File: config.mk
export PLATFORM = sky130hd
export DESIGN_NAME = nwg_host
export DESIGN_NICKNAME = d
export VERILOG_FILES = /design/src/nwg_pkg.sv /design/src/nwg_tick_cnt.sv /design/src/nwg_host.sv
export SDC_FILE = /design/constraint.sdc
export NUM_CORES = 1
export LEC_CHECK = 0
export ABC_AREA = 1
export BUFFER_PORTS_ARGS = -buffer_cell sky130_fd_sc_hd__buf_4
export CAP_MARGIN = 20
export CORE_MARGIN = 5
export CORE_UTILIZATION = 45
export DETAILED_ROUTE_END_ITERATION = 6
export PLACE_DENSITY = 0.68
export SLEW_MARGIN = 0
export SYNTH_ARGS = -nofsm -noshare
export SYNTH_HDL_FRONTEND = slang
export SYNTH_SLANG_ARGS = --single-unit
File: constraint.sdc
create_clock -name clk_sys -period 1.6 [get_ports clk_sys]
set_input_delay 0.16 -clock clk_sys [delete_from_list [all_inputs] [get_ports clk_sys]]
set_output_delay 0.16 -clock clk_sys [all_outputs]
set_load 0.05 [all_outputs]
File: src/nwg_pkg.sv
package nwg_pkg;
    // ------------------------------------------------------------
    // clock and timing
    // ------------------------------------------------------------
    localparam int CLK_PERIOD_PS = 25000;
    localparam int GUARD_SETUP_INTERVAL_NS = 100;
    localparam int GUARD_SETUP_CYC =
        (GUARD_SETUP_INTERVAL_NS * 1000 + CLK_PERIOD_PS - 1) / CLK_PERIOD_PS;
    localparam int POWERUP_WAIT_US = 1000;
    localparam int POWERUP_WAIT_CYC = (POWERUP_WAIT_US * 1000000) / CLK_PERIOD_PS;
    localparam int LOCKED_BLOCK_BUSY_TIME_US = 3;
    localparam int PROTECTED_AREA_BUSY_TIME_US = 30;
    // timeout for a busy phase, covers block erase worst case
    localparam int BUSY_TIMEOUT_US = 10000;
    localparam int BUSY_TIMEOUT_CYC = (BUSY_TIMEOUT_US * 1000) / (CLK_PERIOD_PS / 1000);
    // ------------------------------------------------------------
    // status byte
    // ------------------------------------------------------------
    localparam int STAT_FAIL_BIT = 0;
    localparam int READY_STATUS_BIT = 5;
    localparam int STAT_GUARD_BIT = 7;
    localparam logic [7:0] STAT_READY_GUARD_OFF = 8'he0;
    localparam logic [7:0] STAT_READY_GUARD_ON = 8'h60;
    // ------------------------------------------------------------
    // operation kinds requested by the user side
    // ------------------------------------------------------------
    typedef enum logic [2:0] {
        NWG_OP_PROG = 3'h0,
        NWG_OP_ERASE = 3'h1,
        NWG_OP_OTP_PROG = 3'h2,
        NWG_OP_OTP_READ = 3'h3,
        NWG_OP_READ = 3'h4
    } nwg_op_e;
    // ------------------------------------------------------------
    // result codes
    // ------------------------------------------------------------
    localparam logic [1:0] RES_OK = 2'h0;
    localparam logic [1:0] RES_FAIL = 2'h1;
    localparam logic [1:0] RES_TIMEOUT = 2'h2;
    localparam logic [1:0] RES_BAD_OP = 2'h3;
endpackage

File: src/nwg_tick_cnt.sv
`timescale 1ns/1ps
// ------------------------------------------------------------
// down counter, done pulses when the loaded count expires
// ------------------------------------------------------------
module nwg_tick_cnt #(
    parameter int WIDTH = 20
) (
    // clock and reset
    input wire logic clk_sys,
    input wire logic rst_n,
    // control
    input wire logic load,
    input wire logic [WIDTH-1:0] load_val,
    // status
    output logic running,
    output logic done
);
    logic [WIDTH-1:0] cnt_ff;
    logic [WIDTH-1:0] nxt_cnt;

    initial begin
        if (WIDTH < 2) $error("nwg_tick_cnt: WIDTH too small");
    end

    always_comb begin
        nxt_cnt = cnt_ff;
        if (load) begin
            nxt_cnt = load_val;
        end else if (cnt_ff != '0) begin
            nxt_cnt = cnt_ff - WIDTH'(1);
        end
    end

    always_ff @(posedge clk_sys or negedge rst_n) begin
        if (!rst_n) begin
            cnt_ff <= '0;
        end else begin
            cnt_ff <= nxt_cnt;
        end
    end

    assign running = (cnt_ff != '0);
    assign done = (cnt_ff == WIDTH'(1));
endmodule

File: src/nwg_host.sv
`timescale 1ns/1ps
module nwg_host
    import nwg_pkg::*;
#(
    parameter int POWERUP_CYC = POWERUP_WAIT_CYC,
    parameter int TIMEOUT_CYC = BUSY_TIMEOUT_CYC
) (
    // clock and reset
    input wire logic clk_sys,
    input wire logic rst_n,
    // user request
    input wire logic req_valid,
    output logic req_ready,
    input wire logic [2:0] req_op,
    input wire logic req_guard_off,
    // user result
    output logic res_valid,
    output logic [1:0] res_code,
    output logic [7:0] res_status,
    output logic powered_up,
    // device side
    output logic guard_n,
    output logic cmd_strobe,
    output logic [2:0] cmd_op,
    input wire logic ready_busy_n,
    output logic status_strobe,
    input wire logic [7:0] status_byte
);
    // ------------------------------------------------------------
    // state
    // ------------------------------------------------------------
    typedef enum logic [6:0] {
        NWG_POWERUP = 7'h01,
        NWG_IDLE = 7'h02,
        NWG_SETUP = 7'h04,
        NWG_ISSUE = 7'h08,
        NWG_WAIT = 7'h10,
        NWG_STATUS = 7'h20,
        NWG_DONE = 7'h40
    } nwg_state_e;

    localparam int CW = $clog2(POWERUP_CYC + TIMEOUT_CYC + 2) + 1;

    nwg_state_e state_ff, nxt_state;
    logic guard_n_ff, nxt_guard_n;
    logic [2:0] op_ff, nxt_op;
    logic [1:0] code_ff, nxt_code;
    logic [7:0] stat_ff, nxt_stat;
    logic pwr_ff, nxt_pwr;
    logic cnt_load;
    logic [CW-1:0] cnt_val;
    logic cnt_run;
    logic cnt_done;
    logic boot_ff;

    initial begin
        if (POWERUP_CYC < 1 || TIMEOUT_CYC < 1) $error("nwg_host: counts must be positive");
    end

    nwg_tick_cnt #(.WIDTH(CW)) u_cnt (
        .clk_sys(clk_sys),
        .rst_n(rst_n),
        .load(cnt_load),
        .load_val(cnt_val),
        .running(cnt_run),
        .done(cnt_done)
    );

    function automatic logic is_write_op(input logic [2:0] op);
        return op == NWG_OP_PROG || op == NWG_OP_ERASE || op == NWG_OP_OTP_PROG;
    endfunction

    // ------------------------------------------------------------
    // sequencer
    // ------------------------------------------------------------
    always_comb begin
        nxt_state = state_ff;
        nxt_guard_n = guard_n_ff;
        nxt_op = op_ff;
        nxt_code = code_ff;
        nxt_stat = stat_ff;
        nxt_pwr = pwr_ff;
        cnt_load = 1'b0;
        cnt_val = '0;
        unique case (state_ff)
            NWG_POWERUP: begin
                // guard stays low until the power-up wait expires
                nxt_guard_n = 1'b0;
                // first cycle out of reset arms the wait, nothing else reloads it here
                if (boot_ff) begin
                    cnt_load = 1'b1;
                    cnt_val = CW'(POWERUP_CYC);
                end
                if (cnt_done) begin
                    nxt_pwr = 1'b1;
                    nxt_state = NWG_IDLE;
                end
            end
            NWG_IDLE: begin
                // a still-busy device must not see the guard move
                if (req_valid && ready_busy_n) begin
                    nxt_op = req_op;
                    // only program, erase and otp program may lift the guard
                    nxt_guard_n = req_guard_off && is_write_op(req_op);
                    cnt_load = 1'b1;
                    cnt_val = CW'(GUARD_SETUP_CYC + 1);
                    nxt_state = NWG_SETUP;
                end
            end
            NWG_SETUP: begin
                if (cnt_done) begin
                    nxt_state = NWG_ISSUE;
                end
            end
            NWG_ISSUE: begin
                // otp ops travel as their own command codes, never as plain ones
                cnt_load = 1'b1;
                cnt_val = CW'(TIMEOUT_CYC + 1);
                nxt_state = NWG_WAIT;
            end
            NWG_WAIT: begin
                // a device that never leaves busy is reported, not waited on forever
                if (ready_busy_n && !cnt_run) begin
                    nxt_state = NWG_STATUS;
                end else if (ready_busy_n && cnt_run) begin
                    nxt_state = NWG_STATUS;
                end else if (cnt_done) begin
                    nxt_code = RES_TIMEOUT;
                    nxt_stat = status_byte;
                    nxt_state = NWG_DONE;
                end
            end
            NWG_STATUS: begin
                nxt_stat = status_byte;
                if (!status_byte[READY_STATUS_BIT]) begin
                    nxt_code = RES_TIMEOUT;
                end else if (status_byte[STAT_FAIL_BIT]) begin
                    nxt_code = RES_FAIL;
                end else begin
                    nxt_code = RES_OK;
                end
                nxt_state = NWG_DONE;
            end
            NWG_DONE: begin
                nxt_guard_n = 1'b0;
                nxt_state = NWG_IDLE;
            end
            default: begin
                nxt_state = NWG_IDLE;
            end
        endcase
        if (state_ff == NWG_IDLE && req_valid && ready_busy_n && req_op > NWG_OP_READ) begin
            nxt_code = RES_BAD_OP;
            nxt_state = NWG_DONE;
            cnt_load = 1'b0;
            nxt_guard_n = 1'b0;
        end
    end

    always_ff @(posedge clk_sys or negedge rst_n) begin
        if (!rst_n) begin
            state_ff <= NWG_POWERUP;
            guard_n_ff <= 1'b0;
            op_ff <= 3'h0;
            code_ff <= RES_OK;
            stat_ff <= 8'h00;
            pwr_ff <= 1'b0;
        end else begin
            state_ff <= nxt_state;
            guard_n_ff <= nxt_guard_n;
            op_ff <= nxt_op;
            code_ff <= nxt_code;
            stat_ff <= nxt_stat;
            pwr_ff <= nxt_pwr;
        end
    end

    // powerup count loaded once on the first cycle after reset
    always_ff @(posedge clk_sys or negedge rst_n) begin
        if (!rst_n) begin
            boot_ff <= 1'b1;
        end else begin
            boot_ff <= 1'b0;
        end
    end

    // ------------------------------------------------------------
    // outputs
    // ------------------------------------------------------------
    assign req_ready = (state_ff == NWG_IDLE) && ready_busy_n;
    assign guard_n = guard_n_ff;
    assign cmd_strobe = (state_ff == NWG_ISSUE);
    assign cmd_op = op_ff;
    assign status_strobe = (state_ff == NWG_STATUS);
    assign res_valid = (state_ff == NWG_DONE);
    assign res_code = code_ff;
    assign res_status = stat_ff;
    assign powered_up = pwr_ff;

    // ------------------------------------------------------------
    // checks
    // ------------------------------------------------------------
    property p_guard_stable;
        @(posedge clk_sys) disable iff (!rst_n)
        (state_ff == NWG_WAIT) |-> $stable(guard_n);
    endproperty
    a_guard_stable: assert property (p_guard_stable) else $error("guard moved in busy");

    property p_setup;
        @(posedge clk_sys) disable iff (!rst_n)
        $rose(cmd_strobe) |-> $past(guard_n, 4) == guard_n;
    endproperty
    a_setup: assert property (p_setup) else $error("guard setup violated");

    property p_no_cmd_powerup;
        @(posedge clk_sys) disable iff (!rst_n)
        !powered_up |-> !cmd_strobe && !guard_n;
    endproperty
    a_no_cmd_powerup: assert property (p_no_cmd_powerup) else $error("cmd before power-up");

    property p_read_guarded;
        @(posedge clk_sys) disable iff (!rst_n)
        cmd_strobe && !is_write_op(cmd_op) |-> !guard_n;
    endproperty
    a_read_guarded: assert property (p_read_guarded) else $error("guard lifted for read");

    property p_fail_flag;
        @(posedge clk_sys) disable iff (!rst_n)
        status_strobe && status_byte[READY_STATUS_BIT] && status_byte[STAT_FAIL_BIT]
            |=> res_valid && res_code == RES_FAIL;
    endproperty
    a_fail_flag: assert property (p_fail_flag) else $error("failure not reported");

    property p_ready_bit;
        @(posedge clk_sys) disable iff (!rst_n)
        status_strobe && !status_byte[READY_STATUS_BIT] |=> res_code != RES_OK;
    endproperty
    a_ready_bit: assert property (p_ready_bit) else $error("busy status taken as ok");

    property p_guard_rest;
        @(posedge clk_sys) disable iff (!rst_n)
        res_valid |=> !guard_n;
    endproperty
    a_guard_rest: assert property (p_guard_rest) else $error("guard left open");

    property p_issue_wait;
        @(posedge clk_sys) disable iff (!rst_n)
        cmd_strobe |=> state_ff == NWG_WAIT;
    endproperty
    a_issue_wait: assert property (p_issue_wait) else $error("no busy wait after issue");

    c_write: cover property (@(posedge clk_sys) cmd_strobe && is_write_op(cmd_op) && guard_n);
    c_fail: cover property (@(posedge clk_sys) res_valid && res_code == RES_FAIL);
    c_otp: cover property (@(posedge clk_sys) cmd_strobe && cmd_op == NWG_OP_OTP_PROG);
endmodule

# Word level (Yosys, flattened, before mapping)
# Index checks and enable logic that the tools add are counted.
[totals] elab_cells=85 out_inout_bits=19 register_bits=43 in_bits=16
[classes] n_eq_ne=20 reduce_logical=24 n_addsub=1 order_cmp=1 mux=31
[ops] cell="19-bit one-hot mux with 3 select lines" n=1
[ops] cell="7-bit two-way mux" n=7
[ops] cell="7-bit one-hot mux with 6 select lines" n=1
[ops] cell="20-bit two-way mux" n=2
[ops] cell="8-bit two-way mux" n=3
[ops] cell="20-bit by 1-bit == test with 1-bit output, second input constant" n=1
[ops] cell="20-bit nonzero test" n=1
[ops] cell="20-bit by 1-bit subtractor with 20-bit output, second input constant" n=1
[ops] cell="16-bit two-way mux" n=1
[ops] cell="8-bit one-hot mux with 2 select lines" n=1
[ops] cell="3-bit != test, second input constant" n=5
[ops] cell="4-bit AND reduction" n=3
[ops] cell="2-bit two-way mux" n=5
[ops] cell="1-bit logical AND" n=8
[ops] cell="7-bit by 1-bit == test with 1-bit output, second input constant" n=1
[ops] cell="7-bit by 2-bit == test with 1-bit output, second input constant" n=1
[ops] cell="7-bit by 3-bit == test with 1-bit output, second input constant" n=1
[ops] cell="7-bit by 4-bit == test with 1-bit output, second input constant" n=1
[ops] cell="7-bit by 5-bit == test with 1-bit output, second input constant" n=1
[ops] cell="7-bit by 6-bit == test with 1-bit output, second input constant" n=1
[ops] cell="7-bit == test, second input constant" n=1
[ops] cell="1-bit two-way mux" n=6
[ops] cell="2-bit != test, second input constant" n=3
[ops] cell="2-bit AND reduction" n=3
[ops] cell="other kinds (15)" n=18

# Depth between registers and ports, before layout
# Gate-level depths: netlist of run 1.
[logic_depth] word_depth=7 depth_mapped=11 mapped_depth_nobuf=11

# Cells and area by module
# A second synthesis of run 1 with hierarchy kept.
[hier_totals] cells_unflattened=346 area_unflattened_um2=2611.3
[by_module_without_submodules] mod="nwg_tick_cnt" cells_per_inst=203 n_inst=1 area_each_um2=1388.8
[by_module_without_submodules] mod="nwg_host" cells_per_inst=143 n_inst=1 area_each_um2=1222.4

# Worst setup path before layout of run 1
# No wires, ideal clock.
[synth_timing] path_kind="reg-to-reg" start="register state_ff[1]" end="register guard_n_ff, in the netlist guard_n" stages_incl_launch_ff=6 setup_slack_ps=-550 setup_ps=122 arrival_time_ps=2028 period_less_slack_ps=2150 required_time_ps=1478 n_path_buf=0 path_cell_list="dfrtp_1 > nor2_2 > nand2_2 > nor3_1 > nand3b_1 > a2bb2oi_1"
[synth_rtl] element="start: declaration" line="nwg_host.sv:44" rtl="nwg_state_e state_ff, nxt_state;"
[synth_rtl] element="start signal: assignment" line="nwg_host.sv:169" rtl="state_ff <= nxt_state;"
[synth_rtl] element="7-bit == test *"
[synth_rtl] element="net res_valid" line="nwg_host.sv:17" rtl="output logic res_valid,"
[synth_rtl] element="2-bit OR reduction (no source line) *"
[synth_rtl] element="1-bit one-hot mux with 2 select lines / 3-bit nonzero test (equally long branches)"
[synth_rtl] element="1-bit two-way mux / 2-bit AND reduction (equally long branches)"
[synth_rtl] element="end signal: assignment" line="nwg_host.sv:170" rtl="guard_n_ff <= nxt_guard_n;"
[synth_rtl] element="end: declaration" line="nwg_host.sv:45" rtl="logic guard_n_ff, nxt_guard_n;"
# The timed path passes the listed nets; every way through them passes the cells marked *.
# A chain may end at the register's enable or synchronous reset.

# Final worst setup path of run 1
[layout_timing] start="register state_ff[3]" end="register u_cnt.cnt_ff[4]"
[layout_via] elab_chain_len=6
[layout_rtl] element="7-bit by 2-bit == test with 1-bit output" line="nwg_host.sv:85, nwg_host.sv:152"
[layout_rtl] element="1-bit logical AND (3 in a row)" line="nwg_host.sv:152" rtl="if (state_ff == NWG_IDLE && req_valid && ready_busy_n && req_op > NWG_OP_READ) begin"
[layout_rtl] element="1-bit two-way mux" line="nwg_host.sv:152"
[layout_rtl] element="20-bit two-way mux / 2-bit nonzero test (equally long branches)"
[layout_rtl] element="end signal: assignment" line="nwg_tick_cnt.sv:38" rtl="cnt_ff <= nxt_cnt;"
[layout_rtl] element="end: declaration" line="nwg_tick_cnt.sv:18" rtl="logic [WIDTH-1:0] cnt_ff;"
# Parallel ways exist; a longest one is shown, timed or not.

==> results of run 1 <==
-- what timing repair did --
action / CTS / global route
hold buffers: 1 / 0
resized for setup: 23 / 72
setup buffers: 7 / 16
hold endpoints to repair: 41 / 0
endpoints found under the setup margin: 7 / 38
cloned: 1 / 1
pin swaps: 6 / 20
-- where the power goes --
part | internal, mW | switching, mW | leakage, nW
Sequential | 1.52 | 0.349 | 0.548
Clock | 0.634 | 0.430 | 0.0703
Combinational | 2.10 | 2.98 | 1.29
Total | 4.25 | 3.76 | 1.91
-- per-stage QoR --
step | hold WS (ps) | std cells | instance area [µm²] | setup TNS, ps | setup WS [ps]
6_report | 73.97 | 484 | 3784 | -391.4 | -67.01
5_1_grt | 70.93 | 484 | 3784 | -2740 | -164.7
4_1_cts | 66.99 | 467 | 3387 | -85.96 | -43.54
3_5_place_dp | 199.6 | 450 | 3080 | -16.25 | -16.25
3_3_place_gp | 199.6 | 450 | 3080 | 0 | 22.22
2_1_floorplan | -135.6 | 306 | 2445 | -1101 | -109.6
-- area by class of cell --
cell class                      count  area share [%]
Clock buffer                        5           1.819
Timing Repair Buffer              100           21.79
Tap cell                           70           2.315
Multi-Input combinational cell    230           40.05
Sequential cell                    43           28.54
Inverter                           33           3.605
Clock inverter                      3           1.885
-- flip-flops by register name, indices dropped and copies added, names as in the netlist --
signal and flops:
boot_ff 1, res_code 2, guard_n 1, state_ff 7
u_cnt.cnt_ff 20, res_status 8, cmd_op 3, powered_up 1
-- per-layer routing --
metal	track usage [%]	wire, µm	part of all wire (%)
met1	23.46	3070	41
met2	34.40	3864	52
met3	4.146	347	4.7
met4	6.433	170	2.3
met5	0	0	0
-- path summary, 6_finish.rpt --
path,end,cells after the start
worst max-delay path,u_cnt.cnt_ff[4],10
worst min-delay path,res_status[7],3
worst max register to register,u_cnt.cnt_ff[4],10
worst min register to register,res_status[3],2
max in group asynchronous,state_ff[1],2
min in group asynchronous,u_cnt.cnt_ff[5],2
-- cells by family (layout without fill, tap and decap cells) --
group	after synthesis	in the layout	synth area share (%)
xor+xnor	14	14	5.041
compound gates	24	24	5.658
buf+inv	35	141	6.173
fa+ha+maj	3	3	1.543
simple gates	186	188	37.09
flops	43	43	44.34
other cells	1	1	0.1542
-- placed cells by master (no fill, tap or decap), drive strengths merged, types with 2 or more instances in the layout --
cell / count
and2: 2
buf: 99
ha: 3
nand4: 4
o22ai: 2
xnor2: 5
nor2: 49
o21ai: 7
bufinv: 2
nand2: 88
xor2: 9
nor3: 11
dfstp: 2
a21oi: 11
nand3: 33
clkbuf: 5
o21bai: 2
dfrtp: 41
inv: 34
-- worst max-delay path: stages, from the launching register on --
cell and delay, ps:
sky130_fd_sc_hd__dfrtp_1 430, sky130_fd_sc_hd__inv_1 130, sky130_fd_sc_hd__nand2_2 120, sky130_fd_sc_hd__nor2_4 140, sky130_fd_sc_hd__nand3_4 110, sky130_fd_sc_hd__inv_4 100, sky130_fd_sc_hd__nand2_8 70, sky130_fd_sc_hd__nand2_8 120
sky130_fd_sc_hd__inv_8 50, sky130_fd_sc_hd__buf_6 130, sky130_fd_sc_hd__nor3_4 180
==> reports/metrics.json, run 1 <==
{
  "slew_violations": {"value": 0},
  "globalRouteOverflowTotal": {"value": 0},
  "multi_input_area": {"value": 1515, "unit": "µm²"},
  "grt_start_max_net_pins": {"value": 44},
  "clock_tree.buffer_depth": {"value": 2},
  "crit_path_start": {"value": "state_ff[3]"},
  "final.period_utilization": {"value": 104.2, "unit": "%"},
  "fillers": {"value": 378},
  "port_buffers": {"value": 34},
  "layout_setup_ws": {"value": -67.01, "unit": "ps"},
  "regToRegStartpoint": {"value": "state_ff[3]"},
  "outcome": {"value": "complete, but fails checks"},
  "post_drt_wl_per_cell": {"value": 15.40, "unit": "µm"},
  "syn_to_final_growth": {"value": 55.56, "unit": "%"},
  "global_route_wire_length_before_repair": {"value": 11140, "unit": "µm"},
  "hold_path_startpoint": {"value": "status_byte[7]"},
  "worstMarginPinSlew": {"value": 563.9, "unit": "ps"},
  "crit_path_max_fanout": {"value": 6},
  "dieArea": {"value": 6976, "unit": "µm²"},
  "total_power": {"value": 8.013, "unit": "mW"},
  "synth_largest_type_area_fraction": {"value": 42.18, "unit": "%"},
  "cts_sinks": {"value": 43},
  "die_height": {"value": 83.52, "unit": "µm"},
  "critical_path_required": {"value": 1840, "unit": "ps"},
  "yosysTopAreaCell": {"value": "sky130_fd_sc_hd__dfrtp_1"},
  "ir_worst_vdd": {"value": 0.001614, "unit": "V"},
  "critical_path_arrival": {"value": 1910, "unit": "ps"},
  "hold_violations": {"value": 0},
  "synthDistinctLibCells": {"value": 33},
  "vias": {"value": 2501},
  "synth_enable_flop_cells": {"value": 0},
  "synthesis.area_per_instance": {"value": 7.949, "unit": "µm²"},
  "clkSlewWorstSetupHoldPaths": {"value": 100, "unit": "ps"},
  "tritoncts_clock_tree": {"value": "done"},
  "clock-skew-final": {"value": 9.338, "unit": "ps"},
  "antenna_found_initial": {"value": 0},
  "die_width": {"value": 83.52, "unit": "µm"},
  "worst-r2r-setup-slack": {"value": -70, "unit": "ps"},
  "detail-route-antenna-nets": {"value": 0},
  "synth.cells.most_frequent": {"value": "79 x sky130_fd_sc_hd__nand2_1, 41 x sky130_fd_sc_hd__dfrtp_1, 37 x sky130_fd_sc_hd__nor2_1, 29 x sky130_fd_sc_hd__nand3_1, 27 x sky130_fd_sc_hd__inv_1"},
  "layout-drive-gt1-share": {"value": 46.86, "unit": "%"},
  "synth_seq_area_share": {"value": 44.34, "unit": "%"},
  "grt_use_total": {"value": 19.46, "unit": "%"},
  "yosys_warnings": {"value": 0},
  "syn_inst": {"value": 306},
  "max_cap_viol_count": {"value": 0},
  "place.gp.congestion": {"value": 0.8877},
  "hold_path.class": {"value": "input pin to register"},
  "maxClockFrequency": {"value": 0.5999, "unit": "GHz"},
  "failed_checks": {"value": "negative setup slack"},
  "drcViolationCount": {"value": 0},
  "power_density": {"value": 2118, "unit": "nW/µm²"},
  "synth_flop_cell": {"value": "sky130_fd_sc_hd__dfrtp_1"},
  "worst_setup_path_end_kind": {"value": "register"},
  "routed_via_density": {"value": 5.167},
  "wirelength": {"value": 7452, "unit": "µm"},
  "placement_row_count": {"value": 26},
  "synthesis.nets": {"value": 325},
  "final_period_minus_worst_setup_slack": {"value": 1667, "unit": "ps"},
  "async_flop_share": {"value": 100.0, "unit": "%"},
  "insertion_delay": {"value": 310, "unit": "ps"},
  "final_core_util": {"value": 73.15, "unit": "%"},
  "synth.top_cells.by_area": {"value": "sky130_fd_sc_hd__dfrtp_1 42%, sky130_fd_sc_hd__nand2_1 12%, sky130_fd_sc_hd__nand3_1 6.0%, sky130_fd_sc_hd__nor2_1 5.7%, sky130_fd_sc_hd__inv_1 4.2%"},
  "worst-setup-path-type": {"value": "register to register"},
  "firstDrtPassIters": {"value": 4},
  "start_util": {"value": 47.02, "unit": "%"},
  "cell_at_the_root_of_the_clock_tree": {"value": "sky130_fd_sc_hd__clkbuf_8"},
  "dr_iter_0_viols": {"value": 166},
  "synth_seq_cells": {"value": 43},
  "synth.most_common_cell": {"value": "sky130_fd_sc_hd__nand2_1"},
  "timing.slew.headroom": {"value": 62.40, "unit": "%"},
  "h-tree-depth": {"value": 2},
  "static-leakage-power": {"value": 1.911, "unit": "nW"},
  "synthesis.area": {"value": 2432, "unit": "µm²"},
  "rsz_0062_raised_after_global_routing": {"value": "true"},
  "worst_setup_path_start_kind": {"value": "register"},
  "io_pins": {"value": 35},
  "design.core.area": {"value": 5172, "unit": "µm²"},
  "post-dp-hpwl": {"value": 4534, "unit": "µm"},
  "setup_viol_count_final": {"value": 13},
  "insertedDiodeCount": {"value": 0},
  "cts_buffers": {"value": 5},
  "grt_pass1_vias": {"value": 2491},
  "fin_nets": {"value": 432},
  "sequential_cell_area_in_the_final_layout": {"value": 1080, "unit": "µm²"}
}
Note: power is estimated with default switching activity, not from simulation.
==> inputs of run 2 (changes only) <==
--- a/config.mk
+++ b/config.mk
@@ -5,13 +5,13 @@
 export SDC_FILE = /design/constraint.sdc
 export NUM_CORES = 1
 export LEC_CHECK = 0
-export ABC_AREA = 1
 export BUFFER_PORTS_ARGS = -buffer_cell sky130_fd_sc_hd__buf_4
 export CAP_MARGIN = 20
 export CORE_MARGIN = 5
 export CORE_UTILIZATION = 45
 export DETAILED_ROUTE_END_ITERATION = 6
 export PLACE_DENSITY = 0.68
+export REMOVE_ABC_BUFFERS = 1
 export SLEW_MARGIN = 0
 export SYNTH_ARGS = -nofsm -noshare
 export SYNTH_HDL_FRONTEND = slang
==> run 2 against run 1 <==
Net effect:
- the run still ends with negative setup slack left
- power is 28% lower
- clock power down 31%
- maximum frequency fell by 27%
==> reports/metrics.json, run 2 <==
{
  "synthDistinctLibCells": {"value": 47},
  "yosysTopAreaCell": {"value": "sky130_fd_sc_hd__dfrtp_1"},
  "drcViolationCount": {"value": 0},
  "outcome": {"value": "complete, but fails checks"},
  "syn_inst": {"value": 233},
  "clockPowerShare": {"value": 12.8, "unit": "%"},
  "final_core_util": {"value": 75.51, "unit": "%"},
  "timing.reg2reg.worst_path_depth": {"value": 6},
  "rsz_0062_raised_after_global_routing": {"value": "true"},
  "grt_start_max_net_pins": {"value": 44},
  "firstDrtPassIters": {"value": 4},
  "critical_path_end": {"value": "res_status[5]"},
  "dr_iter_0_viols": {"value": 274},
  "worst_setup_path_end_kind": {"value": "register"},
  "maxClockFrequency": {"value": 0.4387, "unit": "GHz"},
  "critical_path_required": {"value": 1790, "unit": "ps"},
  "power_density": {"value": 1507, "unit": "nW/µm²"},
  "io_pins": {"value": 35},
  "worst-setup-path-type": {"value": "register to register"},
  "clkSlewWorstSetupHoldPaths": {"value": 90, "unit": "ps"},
  "cts_sinks": {"value": 43},
  "post-dp-hpwl": {"value": 4291, "unit": "µm"},
  "place.gp.congestion": {"value": 0.8158},
  "clock_tree.buffer_depth": {"value": 2},
  "critical_path_arrival": {"value": 2470, "unit": "ps"},
  "most_common_library_cell_in_the_layout_ignoring_fill_and_taps": {"value": "sky130_fd_sc_hd__buf_4"},
  "wirelength": {"value": 7818, "unit": "µm"},
  "crit_path_max_fanout": {"value": 9},
  "hold_path.class": {"value": "input pin to register"},
  "regToRegStartpoint": {"value": "u_cnt.cnt_ff[9]"},
  "layout.cells.most_common_list": {"value": "88 x sky130_fd_sc_hd__buf_4, 40 x sky130_fd_sc_hd__dfrtp_1, 22 x sky130_fd_sc_hd__nor2_1, 18 x sky130_fd_sc_hd__buf_6, 10 x sky130_fd_sc_hd__nand2_1"},
  "antenna_found_initial": {"value": 0},
  "synth_seq_cells": {"value": 43},
  "insertion_delay": {"value": 310, "unit": "ps"},
  "combPwrFrac": {"value": 60.0, "unit": "%"},
  "instances_no_fill": {"value": 416},
  "power.switching_fraction": {"value": 42.06, "unit": "%"},
  "detail-route-antenna-nets": {"value": 0},
  "hold_violations": {"value": 0},
  "layout-drive-gt1-share": {"value": 57.23, "unit": "%"},
  "synth.cells.most_frequent": {"value": "41 x sky130_fd_sc_hd__dfrtp_1, 25 x sky130_fd_sc_hd__nor2_1, 14 x sky130_fd_sc_hd__nand2_1, 13 x sky130_fd_sc_hd__a21oi_1, 12 x sky130_fd_sc_hd__o21ai_0"},
  "post_drt_wl_per_cell": {"value": 18.79, "unit": "µm"},
  "insertedDiodeCount": {"value": 0},
  "placed_cells_incl_taps": {"value": 389},
  "grt_pass1_vias": {"value": 2437},
  "power.internal": {"value": 3.325, "unit": "mW"},
  "final.period_utilization": {"value": 142.5, "unit": "%"},
  "h-tree-depth": {"value": 2},
  "synth_enable_flop_cells": {"value": 0},
  "worstMarginPinSlew": {"value": 548.2, "unit": "ps"},
  "port_buffers": {"value": 34},
  "syn_to_final_growth": {"value": 64.75, "unit": "%"},
  "worst_setup_path_start_kind": {"value": "register"},
  "fin_nets": {"value": 364},
  "failed_checks": {"value": "negative setup slack"},
  "synth_flop_cell": {"value": "sky130_fd_sc_hd__dfrtp_1"},
  "synth.most_common_cell": {"value": "sky130_fd_sc_hd__dfrtp_1"},
  "dieArea": {"value": 6668, "unit": "µm²"},
  "largest_register": {"value": "u_cnt.cnt_ff"},
  "fillers": {"value": 297},
  "vias": {"value": 2310},
  "max_cap_viol_count": {"value": 0},
  "globalRouteOverflowTotal": {"value": 0},
  "max_reg_flops": {"value": 20},
  "clock-skew-final": {"value": 7.059, "unit": "ps"},
  "grt_use_total": {"value": 24.05, "unit": "%"},
  "global_route_wire_length_before_repair": {"value": 12130, "unit": "µm"},
  "synth.top_cells.by_area": {"value": "sky130_fd_sc_hd__dfrtp_1 44%, sky130_fd_sc_hd__mux2_2 5.4%, sky130_fd_sc_hd__nor2_1 4.1%, sky130_fd_sc_hd__xnor2_1 3.4%, sky130_fd_sc_hd__xor2_1 3.4%"},
  "power_frac_seq": {"value": 27.2, "unit": "%"},
  "static-leakage-power": {"value": 1.731, "unit": "nW"},
  "synthesis.area_per_instance": {"value": 9.918, "unit": "µm²"},
  "die_width": {"value": 81.66, "unit": "µm"},
  "placement_row_count": {"value": 26},
  "worst-r2r-setup-slack": {"value": -680, "unit": "ps"},
  "switchingPower": {"value": 2.414, "unit": "mW"},
  "layout_setup_ws": {"value": -679.5, "unit": "ps"},
  "timing.slew.headroom": {"value": 63.45, "unit": "%"},
  "routed_via_density": {"value": 5.553},
  "setup_viol_count_final": {"value": 45},
  "async_flop_share": {"value": 100.0, "unit": "%"},
  "cts_buffers": {"value": 5},
  "synth_largest_type_area_fraction": {"value": 44.40, "unit": "%"},
  "final_period_minus_worst_setup_slack": {"value": 2280, "unit": "ps"},
  "yosys_warnings": {"value": 0},
  "crit_path_start": {"value": "u_cnt.cnt_ff[9]"},
  "synth_seq_area_share": {"value": 46.67, "unit": "%"},
  "start_util": {"value": 45.83, "unit": "%"},
  "slew_violations": {"value": 0},
  "ir_worst_vdd": {"value": 0.001076, "unit": "V"},
  "die_height": {"value": 81.66, "unit": "µm"},
  "design.core.area": {"value": 5042, "unit": "µm²"},
  "synthesis.area": {"value": 2311, "unit": "µm²"},
  "cell_at_the_root_of_the_clock_tree": {"value": "sky130_fd_sc_hd__clkbuf_8"},
  "tritoncts_clock_tree": {"value": "done"},
  "crit-reg2reg-capture": {"value": "res_status[5]"}
}
[run 2: cell types whose count changed after synthesis, sizes merged, moves of 4 or more]
cell,before,now
nor3,11,4
nand2,87,14
mux2,0,11
clkbuf,0,8
inv,32,10
o21ai,7,13
nor4,0,5
xnor2,5,9
nand3,33,9
or4,0,5
nor2,48,25
nor4b,0,5
[run 2: through the flow]
step                      worst slack (ps)  total power [mW]  TNS [ps]  area, µm²  hold WS, ps
after floorplan                     -837.3             2.877    -19390       2271       -135.6
after global placement              -527.8             3.980    -15100       3079        178.6
after detailed placement            -601.1             4.012    -16860       3079        181.7
after CTS                           -542.5             5.327    -16860       3679        78.25
after global routing                -712.2             6.026    -23870       3807        73.57
final                               -679.5             5.740    -22000       3807        79.97
[run 2: timing repair]
action                                 CTS  global route
hold buffers                             1             0
resized for setup                       87            33
pin swaps                               32            25
setup endpoints to repair               44            45
cloned                                   1             0
endpoints found under the hold margin   41             0
setup buffers                           16            11
[run 2: cells by family after synthesis]
logic type               Yosys count  share of synthesized area [%]
adder cells (fa/ha/maj)            3                          1.624
flip-flops                        43                          46.67
multiplexers                      13                          6.226
other                              1                         0.1623
AO/OA/AOI/OAI                     42                          11.91
XOR/XNOR                          18                          6.822
AND/OR/NAND/NOR                   93                          23.23
buffers and inverters             20                          3.357
[run 2: power by group through the flow]
| stage | registers (mW) | logic [mW] | clock network (mW) |
|---|---|---|---|
| after floorplan | 1.83 | 1.05 | 0 |
| after global placement | 1.52 | 2.46 | 0 |
| after detailed placement | 1.53 | 2.48 | 0 |
| after CTS | 1.53 | 3.07 | 0.722 |
| after global routing | 1.59 | 3.64 | 0.792 |
| final | 1.56 | 3.45 | 0.735 |
[run 2: cell type report]
| type | count | area, µm² | area share, % |
|---|---|---|---|
| inverter | 10 | 40.04 | 1.052 |
| timing repair buffer | 115 | 1003 | 26.36 |
| clock buffer | 5 | 68.82 | 1.807 |
| sequential | 43 | 1080 | 28.36 |
| clock inverter | 3 | 20.02 | 0.5258 |
| multi-input combinational | 170 | 1508 | 39.60 |
| tap | 70 | 87.58 | 2.300 |
[run 2: worst max-delay path: stages, from the launching register on]
cell                      delay [ps]
sky130_fd_sc_hd__dfrtp_1         410
sky130_fd_sc_hd__or4_4           570
sky130_fd_sc_hd__nor4_4          340
sky130_fd_sc_hd__nand3_2         180
sky130_fd_sc_hd__o21ai_4         170
sky130_fd_sc_hd__buf_12          150
sky130_fd_sc_hd__mux2_2          340
[run 2: metal layers]
metal	up-vias	share of wire (%)	track usage (%)
met5	-	0	0
met4	0	3.8	10.13
met3	28	4.8	6.031
met2	74	49	39.50
met1	1155	43	30.15
li1	1053	-	-
[run 2: how the worst min path moves through the flow]
| stage | startpoint | endpoint | slack [ps] | cells past startpoint |
|---|---|---|---|---|
| CTS | status_byte[4] | res_status[4] | 80 | 2 |
| global route | status_byte[4] | res_status[4] | 70 | 2 |
| detailed placement | rst_n | u_cnt.cnt_ff[14] | 180 | 1 |
| finish | status_byte[4] | res_status[4] | 80 | 2 |
| global placement | rst_n | u_cnt.cnt_ff[14] | 180 | 1 |
| floorplan | rst_n | cmd_op[0] | -140 | 0 |
